==> config.mk <==
export PLATFORM = sky130hd
export DESIGN_NAME = rbl_core
export DESIGN_NICKNAME = d
export VERILOG_FILES = /design/src/rbl_pkg.sv /design/src/rbl_rom_fetch.sv /design/src/rbl_core.sv
export SDC_FILE = /design/constraint.sdc
export NUM_CORES = 1
export LEC_CHECK = 0
export BUFFER_PORTS_ARGS = -buffer_cell sky130_fd_sc_hd__clkbuf_2
export CORE_MARGIN = 3
export CORE_UTILIZATION = 40
export CTS_BUF_LIST = sky130_fd_sc_hd__clkbuf_4 sky130_fd_sc_hd__clkbuf_8 sky130_fd_sc_hd__clkbuf_16
export CTS_CLUSTER_SIZE = 25
export DETAILED_ROUTE_END_ITERATION = 12
export GPL_TIMING_DRIVEN = 0
export PLACE_DENSITY_LB_ADDON = 0.2
export SKIP_CTS_REPAIR_TIMING = 1
export SLEW_MARGIN = 10
export SYNTH_ARGS = -nofsm -noshare
export SYNTH_HDL_FRONTEND = slang
export SYNTH_SLANG_ARGS = --single-unit
==> constraint.sdc <==
create_clock -name clock -period 3.8 [get_ports clock]
set_input_delay 0.38 -clock clock [delete_from_list [all_inputs] [get_ports clock]]
set_output_delay 0.38 -clock clock [all_outputs]
set_load 0.05 [all_outputs]
==> src/rbl_pkg.sv <==
// Constants of the byte-load block
package rbl_pkg;
    // Opcodes and prefixes
    localparam logic [7:0] OP_BUF_BYTE     = 8'hef;
    localparam logic [7:0] OP_BUF_COLOR    = 8'hdf;
    localparam logic [7:0] OP_UPPER_MOVE   = 8'hc0;
    localparam logic [7:0] OP_ALTERNATE_MODE_ONE_FLAG_PREFIX  = 8'h3d;
    localparam logic [7:0] OP_ALTERNATE_MODE_TWO_FLAG_PREFIX  = 8'h3e;
    localparam logic [7:0] OP_ALT3_PREFIX  = 8'h3f;
    localparam logic [3:0] OP_HI_INC       = 4'hd;
    localparam logic [3:0] OP_HI_WORD_IMM  = 4'hf;
    localparam logic [3:0] OP_HI_BYTE_IMM  = 4'ha;
    localparam logic [3:0] OP_HI_TO        = 4'h1;
    localparam logic [3:0] OP_HI_WITH      = 4'h2;
    localparam logic [3:0] OP_HI_FROM      = 4'hb;
    // Register numbers and data constants
    localparam logic [3:0] REG_DEFAULT     = 4'h0;
    localparam logic [3:0] REG_ROM_POINTER = 4'he;
    localparam logic [3:0] REG_LAST_INC    = 4'he;
    localparam logic [15:0] WORD_ONE       = 16'h0001;
    localparam logic [7:0] BYTE_ZERO       = 8'h00;
    localparam logic [15:0] WORD_RESET     = 16'h0000;
    localparam logic [7:0] BANK_RESET      = 8'h00;
    // Register bus offsets
    localparam logic [3:0] ADDR_OPCODE     = 4'h0;
    localparam logic [3:0] ADDR_REG_SEL    = 4'h1;
    localparam logic [3:0] ADDR_REG_DATA   = 4'h2;
    localparam logic [3:0] ADDR_STATUS     = 4'h3;
    localparam logic [3:0] ADDR_COLOR      = 4'h4;
    localparam logic [3:0] ADDR_BANK       = 4'h5;
    localparam logic [3:0] ADDR_FETCH      = 4'h6;
    // Status field positions
    localparam int ST_BUSY       = 0;
    localparam int ST_ALTERNATE_MODE_ONE_FLAG       = 1;
    localparam int ST_ALTERNATE_MODE_TWO_FLAG       = 2;
    localparam int ST_PREFIX     = 3;
    localparam int ST_SIGN       = 4;
    localparam int ST_ZERO       = 5;
    localparam int ST_OVERFLOW   = 6;
    localparam int ST_CARRY      = 7;
    localparam int ST_BUF_VALID  = 8;
    // Execution states
    typedef enum logic [2:0] {
        RBL_IDLE      = 3'b000,
        RBL_WAIT_BUF  = 3'b001,
        RBL_IMM_LOW   = 3'b011,
        RBL_IMM_HIGH  = 3'b010,
        RBL_IMM_BYTE  = 3'b110
    } rbl_state_t;
endpackage

==> src/rbl_rom_fetch.sv <==
// ROM read buffer fetch unit
`timescale 1ns/10ps
`default_nettype none
module rbl_rom_fetch (
    input  wire logic        clock,        // Core clock
    input  wire logic        rst,          // Synchronous reset
    input  wire logic        start,        // Begin a fetch
    input  wire logic [15:0] pointer,      // Address within bank
    input  wire logic [7:0]  bank,         // ROM bank
    input  wire logic        rom_ready,    // ROM data valid (synchronised)
    input  wire logic [7:0]  rom_data,     // ROM data byte
    output logic      [23:0] rom_addr,     // Address to ROM
    output logic             rom_req,      // Read request to ROM
    output logic      [7:0]  buf_data,     // Read buffer contents
    output logic             buf_valid     // Buffer holds fresh data
);
    // ==========
    // Fetch sequencing
    always_ff @(posedge clock) begin
        if (rst) begin
            rom_addr  <= 24'h000000;
            rom_req   <= 1'b0;
            buf_data  <= 8'h00;
            buf_valid <= 1'b0;
        end else if (start) begin
            rom_addr  <= {bank, pointer};
            rom_req   <= 1'b1;
            buf_valid <= 1'b0;
        end else if (rom_req && rom_ready) begin
            buf_data  <= rom_data;
            rom_req   <= 1'b0;
            buf_valid <= 1'b1;
        end
    end
endmodule // rbl_rom_fetch
`default_nettype wire

==> src/rbl_core.sv <==
// Byte-load and immediate-load core
// What this block does
// - Zero-extend load: buffer to low, high cleared
// - Register fourteen addresses ROM buffer fetches
// - Bank select alone starts no fetch
// - No destination prefix means register zero
// - Zero-extend load waits on buffer readiness
// - Upper-half load: buffer high, source low
// - Lower-half load: buffer low, source high
// - Signed load replicates buffer bit seven
// - Buffer-to-color loads color register
// - Prefixed loads wait on buffer readiness
// - Upper-byte move: source high to low
// - Upper-byte move sets sign, zero flags
// - Byte immediate sign-extends into register
// - Word immediate loads any register
// - Source and destination default to zero
// - Word immediate takes low byte first
//
// Design decisions made here: the register addresses and the address-and-strobe port.
`timescale 1ns/10ps
`default_nettype none
module rbl_core (
    input  wire logic        clock,      // 125 MHz core clock
    input  wire logic        rst,        // Synchronous reset, active high
    input  wire logic [3:0]  addr,       // Register bus address
    input  wire logic [15:0] wdata,      // Register bus write data
    input  wire logic        wr,         // Write strobe
    input  wire logic        rd,         // Read strobe
    input  wire logic        rom_ready,  // ROM data valid pin
    input  wire logic [7:0]  rom_data,   // ROM data pins
    output logic      [15:0] rdata,      // Read data, cycle after strobe
    output logic      [23:0] rom_addr,   // ROM address pins
    output logic             rom_req,    // ROM read request
    output logic             busy        // Instruction in progress
);
    // ==========
    // State
    logic [15:0] regs [0:15];
    rbl_pkg::rbl_state_t state_reg;
    logic [7:0]  color_reg;
    logic [7:0]  bank_reg;
    logic [3:0]  src_reg;
    logic [3:0]  dst_reg;
    logic [3:0]  sel_reg;
    logic [3:0]  imm_reg_num;
    logic [7:0]  op_reg;
    logic [7:0]  imm_low_reg;
    logic        alternate_mode_one_flag_reg;
    logic        alternate_mode_two_flag_reg;
    logic        prefix_reg;
    logic        sign_reg;
    logic        zero_reg;
    logic        overflow_reg;
    logic        carry_reg;
    logic        rdy_m_reg;
    logic        rdy_s_reg;
    logic [7:0]  dat_m_reg;
    logic [7:0]  dat_s_reg;
    logic        fetch_start;
    logic [7:0]  buf_data;
    logic        buf_valid;
    logic        wr_op;
    logic        done;
    logic        wr_en;
    logic [3:0]  wr_idx;
    logic [15:0] wr_val;
    logic [15:0] src_val;
    logic        op_wr;
    logic        reg_wr;
    logic        fetch_pend_reg;

    // ==========
    // Pin synchronisers
    always_ff @(posedge clock) begin
        if (rst) begin
            rdy_m_reg <= 1'b0;
            rdy_s_reg <= 1'b0;
            dat_m_reg <= 8'h00;
            dat_s_reg <= 8'h00;
        end else begin
            rdy_m_reg <= rom_ready;
            rdy_s_reg <= rdy_m_reg;
            dat_m_reg <= rom_data;
            dat_s_reg <= dat_m_reg;
        end
    end

    // ==========
    // Read buffer fetch
    rbl_rom_fetch u_fetch (
        .clock     (clock),
        .rst       (rst),
        .start     (fetch_start),
        .pointer   (regs[rbl_pkg::REG_ROM_POINTER]),
        .bank      (bank_reg),
        .rom_ready (rdy_s_reg),
        .rom_data  (dat_s_reg),
        .rom_addr  (rom_addr),
        .rom_req   (rom_req),
        .buf_data  (buf_data),
        .buf_valid (buf_valid)
    );

    // Pointer writes fetch a cycle later, once the new pointer stands
    always_ff @(posedge clock) begin
        if (rst) begin
            fetch_pend_reg <= 1'b0;
        end else begin
            fetch_pend_reg <= (wr_en && wr_idx == rbl_pkg::REG_ROM_POINTER)
                              || (reg_wr && sel_reg == rbl_pkg::REG_ROM_POINTER);
        end
    end

    assign fetch_start = (wr && addr == rbl_pkg::ADDR_FETCH) || fetch_pend_reg;
    assign op_wr   = wr && addr == rbl_pkg::ADDR_OPCODE;
    assign wr_op   = op_wr && state_reg == rbl_pkg::RBL_IDLE;
    assign reg_wr  = wr && addr == rbl_pkg::ADDR_REG_DATA && state_reg == rbl_pkg::RBL_IDLE;
    assign src_val = regs[src_reg];

    // ==========
    // Result selection
    always_comb begin
        wr_en  = 1'b0;
        wr_idx = dst_reg;
        wr_val = rbl_pkg::WORD_RESET;
        done   = 1'b0;
        case (state_reg)
            rbl_pkg::RBL_IDLE: begin
                if (wr_op) begin
                    if (wdata[7:0] == rbl_pkg::OP_UPPER_MOVE) begin
                        wr_en  = 1'b1;
                        wr_val = {rbl_pkg::BYTE_ZERO, src_val[15:8]};
                        done   = 1'b1;
                    end else if (wdata[7:4] == rbl_pkg::OP_HI_INC
                                 && wdata[3:0] <= rbl_pkg::REG_LAST_INC) begin
                        wr_en  = 1'b1;
                        wr_idx = wdata[3:0];
                        wr_val = regs[wdata[3:0]] + rbl_pkg::WORD_ONE;
                        done   = 1'b1;
                    end
                end
            end
            rbl_pkg::RBL_WAIT_BUF: begin
                if (buf_valid) begin
                    done = 1'b1;
                    if (op_reg == rbl_pkg::OP_BUF_BYTE) begin
                        wr_en = 1'b1;
                        if (alternate_mode_one_flag_reg && alternate_mode_two_flag_reg) begin
                            wr_val = {{8{buf_data[7]}}, buf_data};
                        end else if (alternate_mode_one_flag_reg) begin
                            wr_val = {buf_data, src_val[7:0]};
                        end else if (alternate_mode_two_flag_reg) begin
                            wr_val = {src_val[15:8], buf_data};
                        end else begin
                            wr_val = {rbl_pkg::BYTE_ZERO, buf_data};
                        end
                    end
                end
            end
            rbl_pkg::RBL_IMM_HIGH: begin
                if (op_wr) begin
                    wr_en  = 1'b1;
                    wr_idx = imm_reg_num;
                    wr_val = {wdata[7:0], imm_low_reg};
                    done   = 1'b1;
                end
            end
            rbl_pkg::RBL_IMM_BYTE: begin
                if (op_wr) begin
                    wr_en  = 1'b1;
                    wr_idx = imm_reg_num;
                    wr_val = {{8{wdata[7]}}, wdata[7:0]};
                    done   = 1'b1;
                end
            end
            default: done = 1'b0;
        endcase
    end

    // ==========
    // Sequencer
    always_ff @(posedge clock) begin
        if (rst) begin
            state_reg   <= rbl_pkg::RBL_IDLE;
            op_reg      <= 8'h00;
            imm_reg_num <= 4'h0;
            imm_low_reg <= 8'h00;
        end else begin
            case (state_reg)
                rbl_pkg::RBL_IDLE: begin
                    if (wr_op) begin
                        op_reg      <= wdata[7:0];
                        imm_reg_num <= wdata[3:0];
                        if (wdata[7:0] == rbl_pkg::OP_BUF_BYTE
                            || wdata[7:0] == rbl_pkg::OP_BUF_COLOR) begin
                            state_reg <= rbl_pkg::RBL_WAIT_BUF;
                        end else if (wdata[7:4] == rbl_pkg::OP_HI_WORD_IMM) begin
                            state_reg <= rbl_pkg::RBL_IMM_LOW;
                        end else if (wdata[7:4] == rbl_pkg::OP_HI_BYTE_IMM) begin
                            state_reg <= rbl_pkg::RBL_IMM_BYTE;
                        end
                    end
                end
                rbl_pkg::RBL_WAIT_BUF: begin
                    if (buf_valid) begin
                        state_reg <= rbl_pkg::RBL_IDLE;
                    end
                end
                rbl_pkg::RBL_IMM_LOW: begin
                    if (op_wr) begin
                        imm_low_reg <= wdata[7:0];
                        state_reg   <= rbl_pkg::RBL_IMM_HIGH;
                    end
                end
                rbl_pkg::RBL_IMM_HIGH, rbl_pkg::RBL_IMM_BYTE: begin
                    if (op_wr) begin
                        state_reg <= rbl_pkg::RBL_IDLE;
                    end
                end
                default: begin
                    state_reg <= rbl_pkg::RBL_IDLE;
                end
            endcase
        end
    end

    // ==========
    // Prefix and alternate-mode flags
    always_ff @(posedge clock) begin
        if (rst) begin
            alternate_mode_one_flag_reg   <= 1'b0;
            alternate_mode_two_flag_reg   <= 1'b0;
            prefix_reg <= 1'b0;
            src_reg    <= rbl_pkg::REG_DEFAULT;
            dst_reg    <= rbl_pkg::REG_DEFAULT;
        end else if (done) begin
            alternate_mode_one_flag_reg   <= 1'b0;
            alternate_mode_two_flag_reg   <= 1'b0;
            prefix_reg <= 1'b0;
            src_reg    <= rbl_pkg::REG_DEFAULT;
            dst_reg    <= rbl_pkg::REG_DEFAULT;
        end else if (wr_op) begin
            case (wdata[7:0])
                rbl_pkg::OP_ALTERNATE_MODE_ONE_FLAG_PREFIX: alternate_mode_one_flag_reg <= 1'b1;
                rbl_pkg::OP_ALTERNATE_MODE_TWO_FLAG_PREFIX: alternate_mode_two_flag_reg <= 1'b1;
                rbl_pkg::OP_ALT3_PREFIX: begin
                    alternate_mode_one_flag_reg <= 1'b1;
                    alternate_mode_two_flag_reg <= 1'b1;
                end
                default: begin
                    if (wdata[7:4] == rbl_pkg::OP_HI_TO) begin
                        dst_reg    <= wdata[3:0];
                        prefix_reg <= 1'b1;
                    end else if (wdata[7:4] == rbl_pkg::OP_HI_FROM) begin
                        src_reg    <= wdata[3:0];
                        prefix_reg <= 1'b1;
                    end else if (wdata[7:4] == rbl_pkg::OP_HI_WITH) begin
                        src_reg    <= wdata[3:0];
                        dst_reg    <= wdata[3:0];
                        prefix_reg <= 1'b1;
                    end
                end
            endcase
        end
    end

    // ==========
    // Condition flags; overflow and carry are left alone here
    always_ff @(posedge clock) begin
        if (rst) begin
            sign_reg     <= 1'b0;
            zero_reg     <= 1'b0;
            overflow_reg <= 1'b0;
            carry_reg    <= 1'b0;
        end else if (wr_op) begin
            if (wdata[7:0] == rbl_pkg::OP_UPPER_MOVE) begin
                sign_reg <= src_val[15];
                zero_reg <= (src_val[15:8] == rbl_pkg::BYTE_ZERO);
            end else if (wdata[7:4] == rbl_pkg::OP_HI_INC
                         && wdata[3:0] <= rbl_pkg::REG_LAST_INC) begin
                sign_reg <= wr_val[15];
                zero_reg <= (wr_val == rbl_pkg::WORD_RESET);
            end
        end
    end

    // ==========
    // Color register and bank
    always_ff @(posedge clock) begin
        if (rst) begin
            color_reg <= 8'h00;
        end else if (state_reg == rbl_pkg::RBL_WAIT_BUF && buf_valid
                     && op_reg == rbl_pkg::OP_BUF_COLOR) begin
            color_reg <= buf_data;
        end
    end

    always_ff @(posedge clock) begin
        if (rst) begin
            bank_reg <= rbl_pkg::BANK_RESET;
        end else if (wr && addr == rbl_pkg::ADDR_BANK) begin
            bank_reg <= wdata[7:0];
        end
    end

    // ==========
    // Register file
    always_ff @(posedge clock) begin
        if (rst) begin
            for (int i = 0; i < 16; i++) begin
                regs[i] <= rbl_pkg::WORD_RESET;
            end
        end else if (wr_en) begin
            regs[wr_idx] <= wr_val;
        end else if (reg_wr) begin
            regs[sel_reg] <= wdata;
        end
    end

    always_ff @(posedge clock) begin
        if (rst) begin
            sel_reg <= 4'h0;
        end else if (wr && addr == rbl_pkg::ADDR_REG_SEL) begin
            sel_reg <= wdata[3:0];
        end
    end

    // ==========
    // Read port and busy output
    always_ff @(posedge clock) begin
        if (rst) begin
            rdata <= 16'h0000;
        end else if (rd) begin
            case (addr)
                rbl_pkg::ADDR_REG_SEL:  rdata <= {12'h000, sel_reg};
                rbl_pkg::ADDR_REG_DATA: rdata <= regs[sel_reg];
                rbl_pkg::ADDR_STATUS: begin
                    rdata <= 16'h0000;
                    rdata[rbl_pkg::ST_BUSY]      <= state_reg != rbl_pkg::RBL_IDLE;
                    rdata[rbl_pkg::ST_ALTERNATE_MODE_ONE_FLAG]      <= alternate_mode_one_flag_reg;
                    rdata[rbl_pkg::ST_ALTERNATE_MODE_TWO_FLAG]      <= alternate_mode_two_flag_reg;
                    rdata[rbl_pkg::ST_PREFIX]    <= prefix_reg;
                    rdata[rbl_pkg::ST_SIGN]      <= sign_reg;
                    rdata[rbl_pkg::ST_ZERO]      <= zero_reg;
                    rdata[rbl_pkg::ST_OVERFLOW]  <= overflow_reg;
                    rdata[rbl_pkg::ST_CARRY]     <= carry_reg;
                    rdata[rbl_pkg::ST_BUF_VALID] <= buf_valid;
                end
                rbl_pkg::ADDR_COLOR:    rdata <= {8'h00, color_reg};
                rbl_pkg::ADDR_BANK:     rdata <= {8'h00, bank_reg};
                default:                rdata <= 16'h0000;
            endcase
        end else begin
            rdata <= 16'h0000;
        end
    end

    always_ff @(posedge clock) begin
        if (rst) begin
            busy <= 1'b0;
        end else begin
            busy <= (state_reg != rbl_pkg::RBL_IDLE && !done)
                    || (wr_op && (wdata[7:0] == rbl_pkg::OP_BUF_BYTE
                            || wdata[7:0] == rbl_pkg::OP_BUF_COLOR
                            || wdata[7:4] == rbl_pkg::OP_HI_WORD_IMM
                            || wdata[7:4] == rbl_pkg::OP_HI_BYTE_IMM));
        end
    end
endmodule // rbl_core
`default_nettype wire

==> run_results.csv <==
group,metric,value,unit
clocking,clk_latency,0.62,ns
synthesis,postSynthCellCount,1712,
synthesis,yosysUniqueCellTypes,72,
drt,ant_nets,0,
timing,fin_skew,0.0344,ns
finish,filler_cell_count,4540,
drt,drt_iter0_drc,2722,
placed_design,portBuffers,68,
worst_setup_path,cp.arrival,4.33,ns
global_routing,grt_pass1_wl,118000,µm
worst_setup_path,worstPathRequired,4.25,ns
synthesis,synth.most_common_cell,"nor2_1",
clocking,clkSinkCount,386,
drt,drt_wl_total,86000,µm
global_routing,grt_use_total,30.9,%
pwr,p_per_area,393,mW/mm²
finish,regMostFlops,"regs",
pwr,leakage,8.16,nW
global_routing,grt_pass1_vias,16125,
worst_setup_path,cp-end-kind,"flop",
drt,drc,0,
worst_hold_path,hold_class,"in -> reg",
timing,min_period_over_period,102,%
timing,finalSetupViolCount,55,
clocking,cts_max_path_buffers,3,
clocking,cts_tree,"done",
finish,syn_to_final_growth,18.6,%
finish,largest_reg_flops,256,
timing,setup-tns-final,-1.98,ns
global_routing,grt_max_degree,17,
floorplan,start_util,41.0,%
global_routing,overflow,0,
floorplan,core,0.0508,mm²
finish,reg_top3,"regs: 256 flops, u_fetch.rom_addr: 24 flops, rdata: 16 flops",
timing,slew_headroom,17.7,%
timing,fmax,257,MHz
drt,first_pass_iters,7,
worst_setup_path,critPathLaunchType,"flop",
placed_design,hpwl,59100,µm
synthesis,yosys.area.top_type,"edfxtp_1",
floorplan,die_w,234,µm
synthesis,ys_seq_elements,386,
clocking,clk_pin_slew_worst_paths,0.06,ns
floorplan,io_pins,75,
timing,worst_slack,-0.0880,ns
finish,final_util,48.6,%
clocking,htree_levels,2,
worst_setup_path,crit_fanout,10,
timing,min_period,3.89,ns
drt,vias,17042,
finish,multi_input_area,0.0104,mm²
floorplan,dieArea,0.0548,mm²
synthesis,syn-num-nets,1746,
finish,seq_area,0.0103,mm²
finish,drive_above_1_share,30.0,%
worst_setup_path,crit_type,"reg -> reg",
timing,drv_slew,0,
synthesis,synth_edf_count,256,
synthesis,ys_seq_area_share,49.5,%
synthesis,ys_top_cells_by_area,"edfxtp_1 (37%), mux4_2 (22%), dfxtp_1 (13%)",
placed_design,gp_congestion,0.975,
run,drv_cap,0,
global_routing,antenna_found_initial,2,
clocking,cts-root-buf,"clkbuf_16",
synthesis,netlist_area,0.0208,mm²
synthesis,synth.top_cell.area_share,37.0,%
timing,tightest_slew,1.23,ns
synthesis,async_reset_ff_share,0,%
timing,rsz0062_at_grt,"yes",
synthesis,synth_common_cells,"nor2_1 (359), edfxtp_1 (256), mux4_2 (206)",
clocking,cts_made_buffers,43,
pwr,peakVddDrop,0.308,mV
floorplan,chipHeight,234,µm
status,violations,"negative setup slack",
status,outcome,"complete, but fails checks",
timing,final_hold_viol_count,0,
drt,wl_per_cell,33.4,µm
floorplan,rows,82,
drt,vias_per_cell,6.61,
synthesis,synth-main-ff-cell,"edfxtp_1",
synthesis,ys_warn_count,0,
finish,nets,1906,
synthesis,syn_avg_cell_area,12.2,µm²
final cells by class:
class                   count  share of cell area, %
plain buffers             141                   3.01
repair buffers            116                   4.11
well taps                 672                   3.41
clock inverters            14                  0.401
flip-flops and latches    386                   41.7
diodes                      2                 0.0203
multi-input cells        1176                   42.0
inverters                   8                  0.122
clock buffers              63                   5.24
where the power goes:
part / switching (mW) / leakage (nW) / internal [mW] / total (mW)
Combinational: 0.499 / 3.75 / 0.346 / 0.845
Clock: 1.81 / 0.708 / 2.38 / 4.19
Sequential: 0.0993 / 3.70 / 4.58 / 4.68
metal layers:
| layer | global-route usage (%) | share of wire (%) | up-vias | wire, µm |
|---|---|---|---|---|
| li1 | - | - | 6816 | - |
| met1 | 39.1 | 35 | 8487 | 30300 |
| met2 | 47.8 | 45 | 1403 | 38800 |
| met3 | 9.11 | 13 | 336 | 11500 |
| met4 | 16.7 | 6.4 | 0 | 5480 |
| met5 | 0 | 0 | - | 0 |
critical path: stages, from the launching register on:
cell	delay [ns]
dfxtp_1	0.29
clkbuf_1	0.17
or3_1	0.39
clkbuf_1	0.22
nor3_4	0.32
a22oi_1	0.13
or2_1	0.28
a222oi_1	0.35
buf_4	0.19
a21oi_2	0.09
nor3_4	0.37
nand2_2	0.35
buf_2	0.39
nor2_1	0.18
logic make-up after synthesis:
group                    share of synthesized area, %
buffers and inverters                            2.94
multiplexers                                     26.3
AO/OA/AOI/OAI                                    6.80
XOR/XNOR                                        0.547
AND/OR/NAND/NOR                                  13.9
flip-flops                                       49.5
adder cells (fa/ha/maj)                        0.0601
layout by cell type (no fill, tap or decap), drive strengths merged, types with 12 or more instances in the layout:
cell type	synthesis	final
nand2	146	146
nand2b	30	30
nor3	18	18
nor2	359	359
buf	49	84
mux2	14	14
a22oi	45	45
mux4	206	206
clkbuf	93	236
o21ai	22	22
mux2i	68	68
nor2b	33	33
dfxtp	130	130
clkinv	1	12
edfxtp	256	256
a21oi	84	84
through the flow:
step                      hold slack, ns  power, mW  cell area (µm²)  instances  worst slack, ns
after floorplan                    0.414       5.17            20800       1712            0.197
after global placement             0.429       5.47            22000       2452            -2.25
after detailed placement           0.427       5.48            22100       2455            -1.80
after CTS                       -0.00965       9.59            23500       2532            -1.79
after global routing              0.0147       9.91            24700       2576           -0.135
final                            0.00185       9.71            24700       2578          -0.0880
final timing paths:
path              slack (ns)          from           end  depth (start not counted)
setup / recovery       -0.09  state_reg[2]   regs[0][12]                         13
hold / removal         0.002   rom_data[5]  dat_m_reg[5]                          2
setup reg to reg       -0.09  state_reg[2]   regs[0][12]                         13
hold reg to reg         0.43  dat_m_reg[0]  dat_s_reg[0]                          1
Note: power is estimated with default switching activity, not from simulation.
